`config.mk`:
```
export PLATFORM = sky130hd
export DESIGN_NAME = sbd_device_flat
export DESIGN_NICKNAME = d
export VERILOG_FILES = /design/src/pkg/sbd_pkg.sv /design/src/pkg/sbd_link_if.sv /design/src/rtl/sbd_device.sv /design/src/flat_wrapper.sv
export SDC_FILE = /design/constraint.sdc
export NUM_CORES = 1
export LEC_CHECK = 0
export BUFFER_PORTS_ARGS = -buffer_cell sky130_fd_sc_hd__buf_2
export CELL_PAD_IN_SITES_DETAIL_PLACEMENT = 1
export CELL_PAD_IN_SITES_GLOBAL_PLACEMENT = 1
export CORE_MARGIN = 1.5
export CORE_UTILIZATION = 35
export DETAILED_ROUTE_END_ITERATION = 8
export PLACE_DENSITY_LB_ADDON = 0.12
export SLEW_MARGIN = 20
export SYNTH_ARGS = -nofsm -noshare
export SYNTH_HDL_FRONTEND = slang
export SYNTH_SLANG_ARGS = --single-unit
export TNS_END_PERCENT = 100
```
`constraint.sdc`:
```
create_clock -name clk_i -period 3.4 [get_ports clk_i]
set_clock_uncertainty 0.15 [all_clocks]
set_input_delay 0.34 -clock clk_i [delete_from_list [all_inputs] [get_ports clk_i]]
set_output_delay 0.34 -clock clk_i [all_outputs]
set_load 0.1 [all_outputs]
```
`src/pkg/sbd_pkg.sv`:
```
// Shared constants for the serial status, baud and data block.
// Assumes a 100 MHz bus clock and 8-bit SPI characters.
package sbd_pkg;
  localparam int unsigned CLK_HZ = 100_000_000;

  // Register indexes; byte address is four times the index.
  localparam logic [7:0] IDX_CONTROL = 8'h10;
  localparam logic [7:0] IDX_STATUS  = 8'h11;
  localparam logic [7:0] IDX_DATA    = 8'h12;
  localparam logic [9:0] ADDR_CONTROL = {IDX_CONTROL, 2'b00};
  localparam logic [9:0] ADDR_STATUS  = {IDX_STATUS, 2'b00};
  localparam logic [9:0] ADDR_DATA    = {IDX_DATA, 2'b00};
  localparam int unsigned ADDR_W = 10;

  // Control register fields.
  localparam int unsigned CTL_RX_IE  = 7;
  localparam int unsigned CTL_MASTER = 5;
  localparam int unsigned CTL_ENABLE = 1;
  localparam int unsigned CTL_TX_IE  = 0;
  localparam logic [7:0]  CTL_RESET  = 8'h20;

  // Status/control register fields.
  localparam int unsigned ST_RXF   = 7;
  localparam int unsigned ST_ERROR_IRQ_ENABLE = 6;
  localparam int unsigned ST_OVR   = 5;
  localparam int unsigned ST_MODE_FAULT_FLAG  = 4;
  localparam int unsigned ST_TXE   = 3;
  localparam int unsigned ST_FDEN  = 2;
  localparam int unsigned ST_RATEH = 1;
  localparam int unsigned ST_RATEL = 0;
  localparam logic [7:0]  ST_WR_MASK = 8'h47;

  // Master rate divisors for codes 00, 01, 10, 11.
  localparam int unsigned DIV_00 = 2;
  localparam int unsigned DIV_01 = 8;
  localparam int unsigned DIV_10 = 32;
  localparam int unsigned DIV_11 = 128;
  localparam int unsigned HALF_W = 8;
  localparam int unsigned BITS   = 8;
  localparam logic [3:0]  BIT_LAST = 4'h8;
endpackage : sbd_pkg

```
`src/pkg/sbd_link_if.sv`:
```
// Serial link between the device end and the partner end.
// Assumes both ends run on the same bus clock; no open-drain wiring.
interface sbd_link_if;
  logic sck_m;     // Clock driven by the device when master.
  logic mosi_m;    // Data out of the device when master.
  logic miso_s;    // Data out of the device when slave.
  logic miso_s_oe; // Device drives its slave output.
  logic sck_p;     // Clock driven by the partner when it is master.
  logic mosi_p;    // Data driven by the partner when it is master.
  logic miso_p;    // Data returned by the partner when it is slave.
  logic ss_n;      // Select from the partner to the device, active low.
  modport device (
    output sck_m, mosi_m, miso_s, miso_s_oe,
    input  sck_p, mosi_p, miso_p, ss_n
  );
  modport partner (
    input  sck_m, mosi_m, miso_s, miso_s_oe,
    output sck_p, mosi_p, miso_p, ss_n
  );
endinterface : sbd_link_if

```
`src/rtl/sbd_device.sv`:
```
// Device end: SPI status, error flags, rate select and data buffers.
// Assumes a classic Wishbone master on clk_i and a partner on the link.
// What this block does
// - Completed byte sets receive-full, may interrupt
// - Data read or reset clears receive-full
// - Error enable gates overflow and fault interrupts
// - Overflow keeps old byte, drops new
// - Overflow clears by status then data read
// - Slave fault: select rises mid transfer
// - Master fault: select low any time
// - Fault clears by status read, control write
// - Buffer-to-shifter handoff sets transmit-empty
// - Idle shifter loads within two cycles
// - Active slave defers shifter load
// - Reset asserts transmit-empty
// - Software writes data only when empty
// - Fault enable permits flag, keeps set flag
// - Master without detection ignores select
// - Slave detection off only suppresses flag
// - Rate code picks divisor 2/8/32/128
// - Serial clock is base over twice divisor
// - Data write loads transmit, read returns receive
// - Software avoids read-modify-write on data
// - Receive interrupt enable gates receive-full
module sbd_device
  import sbd_pkg::*;
(
  input  wire logic              clk_i,
  input  wire logic              rst_i,
  input  wire logic [ADDR_W-1:0] adr_i,
  input  wire logic [31:0]       dat_i,
  input  wire logic              we_i,
  input  wire logic [3:0]        sel_i,
  input  wire logic              cyc_i,
  input  wire logic              stb_i,
  output logic      [31:0]       dat_o,
  output logic                   ack_o,
  output logic                   irq_o,
  sbd_link_if.device             link
);
  typedef enum logic [1:0] {SBD_IDLE, SBD_SHIFT, SBD_DONE} sbd_state_e;
  sbd_state_e state_q;

  logic [7:0] ctl_q, tx_buf_q, rx_buf_q, sh_q;
  logic       rxf_q, ovr_q, mode_fault_flag_q, txe_q, error_irq_enable_q, fden_q;
  logic [1:0] rate_q;
  logic       ovr_seen_q, mode_fault_flag_seen_q;
  logic       ss_prev_q, sck_prev_q, sck_o_q, sck_o_d, samp_q;
  logic [7:0] sh_d;
  logic [3:0] cnt_q;
  logic [7:0] div_q;
  logic [7:0] half_lim;
  logic       req, wr, rd, rd_st, rd_dat, wr_dat, wr_ctl, wr_st;
  logic       master, enabled, ss_n, sck_in, rx_bit;
  logic       load, byte_done, slave_sel, sck_rise, sck_fall, tick, shift_en;

  assign req    = cyc_i & stb_i & ~ack_o;
  assign wr     = req & we_i & sel_i[0];
  assign rd     = req & ~we_i;
  assign rd_st  = rd & (adr_i == ADDR_STATUS);
  assign rd_dat = rd & (adr_i == ADDR_DATA);
  assign wr_dat = wr & (adr_i == ADDR_DATA);
  assign wr_ctl = wr & (adr_i == ADDR_CONTROL);
  assign wr_st  = wr & (adr_i == ADDR_STATUS);

  assign master  = ctl_q[CTL_MASTER];
  assign enabled = ctl_q[CTL_ENABLE];

  // ----------------------------------------------------------------
  // Link inputs come from partner logic on clk_i, so they are used directly.
  // ----------------------------------------------------------------
  assign ss_n   = link.ss_n;
  assign sck_in = link.sck_p;
  assign rx_bit = master ? link.miso_p : link.mosi_p;

  always_ff @(posedge clk_i) begin
    if (rst_i) begin
      ss_prev_q  <= 1'b1;
      sck_prev_q <= 1'b0;
    end else begin
      ss_prev_q  <= ss_n;
      sck_prev_q <= sck_in;
    end
  end

  // ----------------------------------------------------------------
  // Wishbone slave: one-cycle ack, unmapped reads return zero.
  // ----------------------------------------------------------------
  always_ff @(posedge clk_i) begin
    if (rst_i) begin
      ack_o <= 1'b0;
      dat_o <= 32'h0000_0000;
    end else begin
      ack_o <= req;
      dat_o <= 32'h0000_0000;
      if (rd) begin
        unique case (adr_i)
          ADDR_CONTROL: dat_o[7:0] <= ctl_q;
          ADDR_STATUS:  dat_o[7:0] <= {rxf_q, error_irq_enable_q, ovr_q, mode_fault_flag_q, txe_q, fden_q, rate_q};
          ADDR_DATA:    dat_o[7:0] <= rx_buf_q;
          default:      dat_o[7:0] <= 8'h00;
        endcase
      end
    end
  end

  always_ff @(posedge clk_i) begin
    if (rst_i) begin
      ctl_q <= CTL_RESET;
    end else if (wr_ctl) begin
      ctl_q <= dat_i[7:0];
    end
  end

  // Only the writable status bits are taken; flags are left alone.
  always_ff @(posedge clk_i) begin
    if (rst_i) begin
      error_irq_enable_q <= 1'b0;
      fden_q  <= 1'b0;
      rate_q  <= 2'b00;
    end else if (wr_st) begin
      error_irq_enable_q <= dat_i[ST_ERROR_IRQ_ENABLE];
      fden_q  <= dat_i[ST_FDEN];
      rate_q  <= dat_i[ST_RATEH:ST_RATEL];
    end
  end

  // ----------------------------------------------------------------
  // Master rate: the bus clock stands for the base clock output.
  // ----------------------------------------------------------------
  always_comb begin
    unique case (rate_q)
      2'b00: half_lim = HALF_W'(DIV_00);
      2'b01: half_lim = HALF_W'(DIV_01);
      2'b10: half_lim = HALF_W'(DIV_10);
      2'b11: half_lim = HALF_W'(DIV_11);
    endcase
  end

  // Toggling every divisor cycles gives base / (2 * divisor).
  always_ff @(posedge clk_i) begin
    if (rst_i || state_q != SBD_SHIFT || !master) begin
      div_q <= 8'h00;
    end else if (div_q == half_lim - 8'h01) begin
      div_q <= 8'h00;
    end else begin
      div_q <= div_q + 8'h01;
    end
  end
  assign tick = master && state_q == SBD_SHIFT && div_q == half_lim - 8'h01;

  // ----------------------------------------------------------------
  // Shifter: data is sampled on the rising edge, shifted on the falling.
  // ----------------------------------------------------------------
  assign slave_sel = ~master & ~ss_n;
  assign sck_rise  = master ? (tick & ~sck_o_q) : (slave_sel & sck_in & ~sck_prev_q);
  assign sck_fall  = master ? (tick & sck_o_q)  : (slave_sel & ~sck_in & sck_prev_q);
  assign load      = enabled && !txe_q && state_q == SBD_IDLE;
  assign shift_en  = sck_fall && state_q == SBD_SHIFT;
  assign byte_done = shift_en && cnt_q == BIT_LAST - 4'h1;

  always_ff @(posedge clk_i) begin
    if (rst_i || !enabled) begin
      state_q <= SBD_IDLE;
      cnt_q   <= 4'h0;
    end else begin
      unique case (state_q)
        SBD_IDLE: if (load && master) begin
          state_q <= SBD_SHIFT;
          cnt_q   <= 4'h0;
        end else if (!master && sck_rise) begin
          state_q <= SBD_SHIFT;
        end
        SBD_SHIFT: begin
          if (shift_en) begin
            cnt_q <= cnt_q + 4'h1;
          end
          if (byte_done) begin
            state_q <= SBD_DONE;
          end
        end
        SBD_DONE: begin
          state_q <= SBD_IDLE;
          cnt_q   <= 4'h0;
        end
      endcase
    end
  end

  // Next clock and shifter values, so the pins move in the cycle the state does.
  always_comb begin
    sck_o_d = sck_o_q;
    if (!enabled) begin
      sck_o_d = 1'b0;
    end else if (tick) begin
      sck_o_d = ~sck_o_q;
    end
    sh_d = sh_q;
    if (load) begin
      sh_d = tx_buf_q;
    end else if (shift_en) begin
      sh_d = {sh_q[6:0], samp_q};
    end
  end

  always_ff @(posedge clk_i) begin
    if (rst_i) begin
      sck_o_q <= 1'b0;
      sh_q    <= 8'h00;
      samp_q  <= 1'b0;
    end else begin
      sck_o_q <= sck_o_d;
      sh_q    <= sh_d;
      if (sck_rise) begin
        samp_q <= rx_bit;
      end
    end
  end

  // Data buffers have no reset branch.
  always_ff @(posedge clk_i) begin
    if (wr_dat) begin
      tx_buf_q <= dat_i[7:0];
    end
    if (byte_done && !rxf_q) begin
      rx_buf_q <= {sh_q[6:0], samp_q};
    end
  end

  // ----------------------------------------------------------------
  // Flags: a hardware set wins over a clear in the same cycle.
  // ----------------------------------------------------------------
  always_ff @(posedge clk_i) begin
    if (rst_i) begin
      txe_q <= 1'b1;
    end else if (load) begin
      txe_q <= 1'b1;
    end else if (wr_dat) begin
      txe_q <= 1'b0;
    end
  end

  always_ff @(posedge clk_i) begin
    if (rst_i) begin
      rxf_q <= 1'b0;
    end else if (byte_done) begin
      rxf_q <= 1'b1;
    end else if (rd_dat) begin
      rxf_q <= 1'b0;
    end
  end

  always_ff @(posedge clk_i) begin
    if (rst_i) begin
      ovr_q      <= 1'b0;
      ovr_seen_q <= 1'b0;
    end else if (byte_done && rxf_q) begin
      ovr_q      <= 1'b1;
      ovr_seen_q <= 1'b0;
    end else if (rd_st && ovr_q) begin
      ovr_seen_q <= 1'b1;
    end else if (rd_dat && ovr_seen_q) begin
      ovr_q      <= 1'b0;
      ovr_seen_q <= 1'b0;
    end
  end

  always_ff @(posedge clk_i) begin
    if (rst_i) begin
      mode_fault_flag_q      <= 1'b0;
      mode_fault_flag_seen_q <= 1'b0;
    end else if (enabled && fden_q && ((!master && state_q == SBD_SHIFT && ss_n && !ss_prev_q)
                 || (master && !ss_n))) begin
      mode_fault_flag_q      <= 1'b1;
      mode_fault_flag_seen_q <= 1'b0;
    end else if (rd_st && mode_fault_flag_q) begin
      mode_fault_flag_seen_q <= 1'b1;
    end else if (wr_ctl && mode_fault_flag_seen_q) begin
      mode_fault_flag_q      <= 1'b0;
      mode_fault_flag_seen_q <= 1'b0;
    end
  end

  // ----------------------------------------------------------------
  // Outputs.
  // ----------------------------------------------------------------
  always_ff @(posedge clk_i) begin
    if (rst_i) begin
      irq_o          <= 1'b0;
      link.sck_m     <= 1'b0;
      link.mosi_m    <= 1'b0;
      link.miso_s    <= 1'b0;
      link.miso_s_oe <= 1'b0;
    end else begin
      irq_o <= (rxf_q & ctl_q[CTL_RX_IE]) | (txe_q & ctl_q[CTL_TX_IE])
             | (error_irq_enable_q & (ovr_q | mode_fault_flag_q));
      link.sck_m     <= enabled & master & sck_o_d;
      link.mosi_m    <= sh_d[7];
      link.miso_s    <= sh_d[7];
      link.miso_s_oe <= enabled & slave_sel;
    end
  end
endmodule : sbd_device

```
`src/flat_wrapper.sv`:
```
// flat-port wrapper written by rule: the top's interface ports become plain ports
module sbd_device_flat import sbd_pkg::*;
  (clk_i, rst_i, adr_i, dat_i, we_i, sel_i, cyc_i, stb_i, dat_o, ack_o, irq_o, link_sck_m, link_mosi_m, link_miso_s, link_miso_s_oe, link_sck_p, link_mosi_p, link_miso_p, link_ss_n);
  sbd_link_if link_i ();
  input  wire logic clk_i;
  input  wire logic rst_i;
  input  wire logic [ADDR_W-1:0] adr_i;
  input  wire logic [31:0] dat_i;
  input  wire logic we_i;
  input  wire logic [3:0] sel_i;
  input  wire logic cyc_i;
  input  wire logic stb_i;
  output logic      [31:0] dat_o;
  output logic ack_o;
  output logic irq_o;
  output wire logic [$bits(link_i.sck_m)-1:0] link_sck_m;
  output wire logic [$bits(link_i.mosi_m)-1:0] link_mosi_m;
  output wire logic [$bits(link_i.miso_s)-1:0] link_miso_s;
  output wire logic [$bits(link_i.miso_s_oe)-1:0] link_miso_s_oe;
  input wire logic [$bits(link_i.sck_p)-1:0] link_sck_p;
  input wire logic [$bits(link_i.mosi_p)-1:0] link_mosi_p;
  input wire logic [$bits(link_i.miso_p)-1:0] link_miso_p;
  input wire logic [$bits(link_i.ss_n)-1:0] link_ss_n;
  assign link_sck_m = link_i.sck_m;
  assign link_mosi_m = link_i.mosi_m;
  assign link_miso_s = link_i.miso_s;
  assign link_miso_s_oe = link_i.miso_s_oe;
  assign link_i.sck_p = link_sck_p;
  assign link_i.mosi_p = link_mosi_p;
  assign link_i.miso_p = link_miso_p;
  assign link_i.ss_n = link_ss_n;
  sbd_device u_core (.clk_i(clk_i), .rst_i(rst_i), .adr_i(adr_i), .dat_i(dat_i), .we_i(we_i), .sel_i(sel_i), .cyc_i(cyc_i), .stb_i(stb_i), .dat_o(dat_o), .ack_o(ack_o), .irq_o(irq_o), .link(link_i));
endmodule
```
==> flow_summary.ini, run 1 <==
[run_status]
outcome = completed

[logic_synthesis]
ys.flop_type = dfxtp_1
synth_top_family_by_area = simple AND/OR/NAND/NOR gates
ys_types = 50
synthSimpleGateAreaFrac = 0.1927
yosysMostFrequentCell = dfxtp_1
synth_mux_area_frac = 0.08239
synth_edf_count = 16
syn_inst = 329
synth_top_area_frac = 0.3386
avgSynthCellArea_um2 = 10.06
async_reset_ff_frac = 0
synthXorXnorAreaFrac = 0.02116
synth_common_cells = dfxtp_1 (56), nor2_1 (27), buf_4 (25)
synth_compound_area_frac = 0.1130
yosys-top-cells-area = dfxtp_1 (34%), edfxtp_1 (15%), buf_4 (5.7%)
syn_area_um2 = 3311
synth-seq-cells = 72
synth_area_leader_cell = dfxtp_1
ys_seq_area_frac = 0.4837
yosysWarnings = 0
synthAdderAreaFrac = 0.03023

[finish]
final_nets = 438
n_fill_cell = 1065
drive_gt1_frac = 0.2026
syn_to_final_growth_pct = 14.89
antenna_cells = 0
final_area_um2 = 3804

[flow_run]
cap_viol_max_count = 0

[sta]
final-hold-violation-count = 0
final-setup-viol-count = 0
drv_slew = 0
slew_headroom = 0.4832
max_freq_mhz = 323.9
fin_setup_tns_ns = 0
fin_crit_sh = 0.9081
grt_setup_unrepaired = false
worstMarginPinSlew_ns = 0.7701
post-route-min-period_ns = 3.088

[die]
start_util = 0.3600
die_h_um = 100.3
core-area_um2 = 9196
die_area_um2 = 10050
std_cell_rows = 35
ios = 93
chipWidth_um = 100.3

[clock_tree]
cts-resized-gates = 0
cts_buffers = 9
clkTransAtPathRegs_ns = 0.08
post_cts_buffers = 0
clock_latency_ns = 0.34
h-tree-depth = 3
clock_path_buffers = 2
cts_tree = done
cts.hold.buffers_added = 0
ctsRootBufferMaster = clkbuf_8
cts.sinks = 72

[critical_path]
end_kind = flop
cpLargestDelayFamily = compound AO/OA/AOI/OAI gates
crit_chain = or2_2 > ha_1 > xor2_1 > nand4b_1 > a21oi_1 > nor2b_1 > ha_1 > and2_1 > o21ai_1 > mux2i_1 > o21ai_0
critical_path_buf_inv_count = 0
cp-start-kind = flop
cp.arrival_ns = 3.16
crit_fanout = 7
worst_path_most_repeated_cell = ha_1
max_stage_delay_ns = 0.60
critPathRequiredTime_ns = 3.47
crit_type = reg2reg
crit_slowest_cell = o21ai_1

[power_and_ir_drop]
internal_power_w = 0.001390
power_frac_clock = 0.449
p_sw_frac = 0.2637
power.static_leakage_nw = 1.566
ir_drop_mv = 0.1636
pwr-share-comb = 0.089
seqPwrFrac = 0.462
p_per_area_nw_per_um2 = 496.4
netSwitchingPower_w = 0.0004979

[routing]
wl_met1_mm = 3.780
wirelength_mm = 7.574
wl_per_cell_um = 15.43
top_layer = met4
firstDrtPassIters = 4
dr_wl_met3_um = 254
first_iter_violations = 60
via_count = 2510
ant_nets = 0
viasPerCell = 5.112
wl_met2_mm = 3.509
drc = 0

[placed_design]
dp_hpwl_mm = 5.614
place_congestion = 0.7401
placed_cell_area_um2 = 3555
io_buffers = 41

[global_route]
antenna_found_initial = 0
track_usage = 0.1603
grt-ovfl-total = 0
grt_first_pass_wirelength_mm = 12.45
grt_max_degree = 36
grt_pass1_vias = 2522

[worst_hold_path]
timing.hold.worst.class = in2reg
-- cell families after synthesis --
| logic type | count (synthesis) |
|---|---|
| simple gates | 113 |
| flops | 72 |
| compound gates | 60 |
| buf+inv | 41 |
| mux | 26 |
| fa+ha+maj | 8 |
| xor+xnor | 8 |
| other cells | 1 |
-- cells in the final DEF (no fill, tap or decap), types with 4 or more instances in the layout --
master / Yosys / layout
a21oi_1: 16 / 16
nor4b_1: 4 / 4
mux2i_1: 16 / 16
xor2_1: 5 / 5
dfxtp_1: 56 / 56
nor4_1: 8 / 8
o21ai_0: 17 / 17
and2_1: 4 / 4
nor2_1: 27 / 27
buf_2: 2 / 41
and3_1: 6 / 6
conb_1: 1 / 24
nor2b_1: 4 / 4
nor3_1: 6 / 6
inv_1: 7 / 7
ha_1: 8 / 8
nand3b_1: 6 / 6
a22oi_1: 12 / 12
clkbuf_8: 0 / 9
nand3_1: 11 / 11
mux2_2: 10 / 10
nand2_1: 15 / 15
buf_4: 25 / 5
edfxtp_1: 16 / 16
-- power groups by stage --
stage	logic [W]	clock network [W]	registers (W)
CTS	0.000168	0.000875	0.000873
finish	0.000168	0.000847	0.000873
global route	0.000175	0.000904	0.000873
floorplan	0.000158	0	0.000896
global placement	0.000168	0	0.000893
detailed placement	0.000168	0	0.000893
-- registers in the layout, summed over array words and instances, names as in the netlist, 2 cells and up --
register         count
u_core.tx_buf_q      8
u_core.rx_buf_q      8
u_core.ctl_q         8
u_core.cnt_q         4
u_core.state_q       2
u_core.sh_q          7
u_core.dat_o         8
u_core.rate_q        2
u_core.div_q         8
-- layer usage --
layer / track usage / vias to the layer above
met3: 0.02507 / 2
met5: 0 / -
met4: 0.06176 / 0
li1: - / 1241
met1: 0.2208 / 1217
met2: 0.2533 / 50
-- layout make-up --
| type | instances | area, µm² | share of cell area |
|---|---|---|---|
| repair buffers | 46 | 242.7 | 0.06382 |
| clock inverters | 7 | 125.1 | 0.03289 |
| clock buffers | 9 | 123.9 | 0.03257 |
| well taps | 111 | 138.9 | 0.03651 |
| multi-input cells | 239 | 1545 | 0.4062 |
| inverters | 7 | 26.28 | 0.006908 |
| flip-flops and latches | 72 | 1602 | 0.4211 |
-- final timing paths --
kind                                                                 start                               endpoint  slack, ns  cells past startpoint
worst max-delay path                         u_core.rate_q[1]$_SDFFE_PP0P_            u_core.sh_q[0]$_SDFFE_PP0P_       0.31                     11
worst min-delay path                                              dat_i[5]           u_core.tx_buf_q[5]$_DFFE_PP_       0.03                      1
worst max register to register               u_core.rate_q[1]$_SDFFE_PP0P_            u_core.sh_q[0]$_SDFFE_PP0P_       0.31                     11
worst min register to register  u_core.mode_fault_flag_seen_q$_SDFFE_PP0P_  u_core.mode_fault_flag_q$_SDFFE_PP0P_       0.30                      1
-- per-stage QoR --
step           utilization  instances  setup WS, ns  total power, W  hold slack [ns]
4_1_cts             0.4136        491        0.2823        0.001916          0.01310
2_1_floorplan            -        352        0.1894        0.001054           0.2649
5_1_grt             0.4136        491       0.06269        0.001952          0.02232
6_report            0.4136        491        0.3124        0.001888          0.03133
3_3_place_gp        0.3865        475        0.3264        0.001060           0.2733
3_5_place_dp        0.3865        475        0.2980        0.001061           0.2913
(Power assumes the default switching activity.)
==> inputs of run 2 (changes only) <==
--- a/config.mk
+++ b/config.mk
@@ -6,10 +6,12 @@
 export NUM_CORES = 1
 export LEC_CHECK = 0
 export BUFFER_PORTS_ARGS = -buffer_cell sky130_fd_sc_hd__buf_2
+export CAP_MARGIN = 25
 export CELL_PAD_IN_SITES_DETAIL_PLACEMENT = 1
 export CELL_PAD_IN_SITES_GLOBAL_PLACEMENT = 1
 export CORE_MARGIN = 1.5
-export CORE_UTILIZATION = 35
+export CORE_UTILIZATION = 37
+export CTS_BUF_LIST = sky130_fd_sc_hd__clkbuf_2 sky130_fd_sc_hd__clkbuf_4 sky130_fd_sc_hd__clkbuf_8
 export DETAILED_ROUTE_END_ITERATION = 8
 export PLACE_DENSITY_LB_ADDON = 0.12
 export SLEW_MARGIN = 20
==> run 2 against run 1 <==
  * Combinational power is essentially flat
  * Fmax is 0.45% higher
  * Utilization is 1.7 points higher
  * Critical path depth unchanged
  * Global-route usage rose by 0.80 points
  * Highest routed layer unchanged
==> flow_summary.ini, run 2 (synthesis results as in run 1) <==
[routing]
first_iter_violations = 83
drc = 0
firstDrtPassIters = 4
via_count = 2476
ant_nets = 0
wirelength_mm = 7.542
wl_per_cell_um = 15.45
viasPerCell = 5.074

[placed_design]
io_buffers = 41
place_congestion = 0.7250
place_inst = 472
placed_cell_area_um2 = 3551
dp_hpwl_mm = 5.602

[global_route]
grt_max_degree = 36
grt-ovfl-total = 0
track_usage = 0.1683
antenna_found_initial = 0
grt_first_pass_wirelength_mm = 12.64
grt_pass1_vias = 2452

[sta]
grt_setup_unrepaired = false
fin_crit_sh = 0.9041
final-hold-violation-count = 0
fin_setup_tns_ns = 0
slew_headroom = 0.4957
final-setup-viol-count = 0
drv_slew = 0
worstMarginPinSlew_ns = 0.7543
post-route-min-period_ns = 3.074
max_freq_mhz = 325.3

[clock_tree]
cts_buffers = 9
cts.hold.buffers_added = 0
clock_path_buffers = 2
cts-resized-gates = 0
cts.sinks = 72
clock_latency_ns = 0.36
cts_tree = done
post_cts_buffers = 0
clkTransAtPathRegs_ns = 0.09
h-tree-depth = 3
ctsRootBufferMaster = clkbuf_8

[finish]
layout.cells.non_filler = 488
final_cell_mix = dfxtp_1 (56), buf_2 (41), nor2_1 (27)
final_nets = 438
syn_to_final_growth_pct = 12.85
n_fill_cell = 1009
antenna_cells = 0
drive_gt1_frac = 0.2026
layout_commonest_cell = dfxtp_1
final_area_um2 = 3736

[die]
die_area_um2 = 9524
chipWidth_um = 97.59
ios = 93
std_cell_rows = 34
die_h_um = 97.59
core-area_um2 = 8678
start_util = 0.3815

[run_status]
outcome = completed

[power_and_ir_drop]
seqPwrFrac = 0.516
p_sw_frac = 0.3062
netSwitchingPower_w = 0.0005180
ir_drop_mv = 0.1997
power.static_leakage_nw = 1.531
power_frac_clock = 0.385
p_per_area_nw_per_um2 = 452.7
pwr-share-comb = 0.099
internal_power_w = 0.001174

[flow_run]
cap_viol_max_count = 0

[critical_path]
critPathRequiredTime_ns = 3.49
cp.arrival_ns = 3.16
crit_type = reg2reg
crit_fanout = 8
cp-start-kind = flop
rrSetupSlack_ns = 0.33
end_kind = flop

[worst_hold_path]
timing.hold.worst.class = in2reg
run 2: area by class of cell:
cell class	instances	area, µm²	share of cell area
Timing Repair Buffer	46	242.7	0.06497
Clock buffer	9	123.9	0.03315
Inverter	7	26.28	0.007033
Sequential cell	72	1602	0.4287
Clock inverter	7	61.31	0.01641
Multi-Input combinational cell	239	1545	0.4136
Tap cell	108	135.1	0.03617
run 2: path summary, 6_finish.rpt:
| path | start | to | depth (start not counted) |
|---|---|---|---|
| hold reg to reg | u_core.mode_fault_flag_seen_q$_SDFFE_PP0P_ | u_core.mode_fault_flag_q$_SDFFE_PP0P_ | 1 |
| hold / removal | dat_i[7] | u_core.tx_buf_q[7]$_DFFE_PP_ | 1 |
| setup / recovery | u_core.rate_q[0]$_SDFFE_PP0P_ | u_core.sh_q[5]$_SDFFE_PP0P_ | 11 |
| setup reg to reg | u_core.rate_q[0]$_SDFFE_PP0P_ | u_core.sh_q[5]$_SDFFE_PP0P_ | 11 |
run 2: routing by layer:
metal	global-route usage	vias to the layer above	part of all wire	wire, µm
li1	-	1238	-	-
met1	0.2274	1184	0.49	3728
met2	0.2687	46	0.46	3479
met3	0.03237	8	0.030	227
met4	0.05934	0	0.014	105
met5	0	-	0	0
run 2: metrics by stage:
step / utilization / power (W) / setup WS [ns] / hold WS [ns]
after detailed placement: 0.4092 / 0.001061 / 0.2931 / 0.2829
after global placement: 0.4092 / 0.001061 / 0.3363 / 0.2723
final: 0.4305 / 0.001692 / 0.3261 / 0.01902
after CTS: 0.4305 / 0.001708 / 0.2823 / 0.008967
after global routing: 0.4305 / 0.001763 / 0.02175 / 0.01270
after floorplan: - / 0.001054 / 0.1894 / 0.2649
run 2: critical path, stage by stage (launching register included):
cell      delay, ns
dfxtp_1        0.40
or2_2          0.31
ha_1           0.31
xor2_1         0.15
nand4b_1       0.09
a21oi_1        0.06
nor2b_1        0.16
ha_1           0.23
and2_1         0.18
o21ai_1        0.59
mux2i_1        0.26
o21ai_0        0.09
run 2: power groups by stage:
stage / registers, W / clock network [W] / logic [W]
floorplan: 0.000896 / 0 / 0.000158
global placement: 0.000893 / 0 / 0.000168
detailed placement: 0.000893 / 0 / 0.000168
CTS: 0.000873 / 0.000667 / 0.000168
global route: 0.000873 / 0.000715 / 0.000175
finish: 0.000873 / 0.000651 / 0.000168
==> inputs of run 3 (changes only) <==
--- a/config.mk
+++ b/config.mk
@@ -13,6 +13,7 @@
 export CORE_UTILIZATION = 37
 export CTS_BUF_LIST = sky130_fd_sc_hd__clkbuf_2 sky130_fd_sc_hd__clkbuf_4 sky130_fd_sc_hd__clkbuf_8
 export DETAILED_ROUTE_END_ITERATION = 8
+export HOLD_SLACK_MARGIN = 0.1
 export PLACE_DENSITY_LB_ADDON = 0.12
 export SLEW_MARGIN = 20
 export SYNTH_ARGS = -nofsm -noshare
==> run 3 against run 2 <==
  * Utilization increased by 1.2 points
  * Sequential cell count unchanged
  * Critical path depth unchanged
  * Worst setup slack got worse by 0.0021 ns
  * First-iteration DRC count increased by 19%
  * Critical path type unchanged
  * Register-to-register slack about the same
  * Non-clock buffer count increased by 10
  * Die area unchanged
  * Highest routed layer unchanged
  * Sequential power about the same
  * Wire length increased by 1.9%
  * Final cell count increased by 2.0%
  * Clock power about the same
==> flow_summary.ini, run 3 (synthesis results as in run 1) <==
[run_status]
outcome = completed

[die]
die_h_um = 97.59
chipWidth_um = 97.59
ios = 93
core-area_um2 = 8678
die_area_um2 = 9524
start_util = 0.3815
std_cell_rows = 34

[clock_tree]
h-tree-depth = 3
cts.sinks = 72
post_cts_buffers = 0
ctsRootBufferMaster = clkbuf_8
cts_tree = done
cts.hold.buffers_added = 10
clock_path_buffers = 2
cts_buffers = 9
cts-resized-gates = 0
clock_latency_ns = 0.35
clkTransAtPathRegs_ns = 0.09

[routing]
wl_per_cell_um = 15.43
ant_nets = 0
firstDrtPassIters = 4
via_count = 2528
wirelength_mm = 7.684
first_iter_violations = 99
viasPerCell = 5.076
drc = 0

[worst_hold_path]
timing.hold.worst.class = in2reg
worstHoldStart = stb_i
worstHoldPathCells = 3

[sta]
post-route-min-period_ns = 3.076
drv_slew = 0
final-hold-violation-count = 0
grt_setup_unrepaired = false
worstMarginPinSlew_ns = 0.7464
final-setup-viol-count = 0
fin_crit_sh = 0.9047
max_freq_mhz = 325.1
fin_setup_tns_ns = 0
slew_headroom = 0.4990

[finish]
final_nets = 448
post-route-util = 0.4420
syn_to_final_growth_pct = 15.87
antenna_cells = 0
drive_gt1_frac = 0.1974
layout_commonest_cell = dfxtp_1
final_cell_mix = dfxtp_1 (56), buf_2 (41), nor2_1 (27)

[global_route]
grt_first_pass_wirelength_mm = 12.83
antenna_found_initial = 0
grt_max_degree = 36
grt-ovfl-total = 0
grt_pass1_vias = 2491
track_usage = 0.1711

[flow_run]
cap_viol_max_count = 0

[critical_path]
reg2regPathDepth = 11
end_kind = flop
startpoint = u_core.rate_q[0]$_SDFFE_PP0P_
cp-start-kind = flop
cp.arrival_ns = 3.16
crit_fanout = 8
r2r-start = u_core.rate_q[0]$_SDFFE_PP0P_
critPathRequiredTime_ns = 3.49
crit_type = reg2reg

[placed_design]
dp_hpwl_mm = 5.602
io_buffers = 41
place_congestion = 0.7250

[power_and_ir_drop]
power.static_leakage_nw = 1.572
p_total_w = 0.001699
ir_drop_mv = 0.2040
p_per_area_nw_per_um2 = 442.9
-- run 3: cell types whose count changed in the layout (fill, tap and decap cells not counted), sizes merged --
cell         change
dlygate4sd3     +10
-- run 3: worst paths after layout --
check | endpoint | slack [ns]
worst min register to register | u_core.mode_fault_flag_q$_SDFFE_PP0P_ | 0.30
worst min-delay path | u_core.ack_o$_SDFF_PP0_ | 0.18
worst max register to register | u_core.sh_q[5]$_SDFFE_PP0P_ | 0.32
worst max-delay path | u_core.sh_q[5]$_SDFFE_PP0P_ | 0.32
-- run 3: power by group --
part,switching [W],internal [W]
Clock,0.000369,0.000280
Sequential,0.000000876,0.000872
Combinational,0.000148,0.0000292
-- run 3: area by class of cell --
cell class	instances	area, µm²
Fill cell	1008	4842
Sequential cell	72	1602
Multi-Input combinational cell	239	1545
Timing Repair Buffer	56	342.8
Tap cell	108	135.1
Clock buffer	9	123.9
Clock inverter	7	61.31
Inverter	7	26.28
-- run 3: stage by stage --
step	worst slack [ns]	hold WS [ns]	area, µm²	cells
3_5_place_dp	0.2931	0.2829	3551	472
4_1_cts	0.2823	0.1658	3836	498
2_1_floorplan	0.1894	0.2649	3397	352
5_1_grt	0.02175	0.1908	3836	498
6_report	0.3240	0.1768	3836	498
3_3_place_gp	0.3363	0.2723	3551	472
-- run 3: per-layer routing --
layer  vias up  track usage  part of all wire
met5         -            0                 0
met4         0      0.05934             0.014
met3         8      0.03237             0.029
met2        50       0.2778              0.47
met1      1213       0.2281              0.49
li1       1257            -                 -
-- run 3: worst max-delay path, cell delays in order (launching register included) --
cell      delay (ns)
dfxtp_1         0.39
or2_2           0.30
ha_1            0.31
xor2_1          0.15
nand4b_1        0.09
a21oi_1         0.06
nor2b_1         0.16
ha_1            0.23
and2_1          0.18
o21ai_1         0.59
mux2i_1         0.26
o21ai_0         0.10
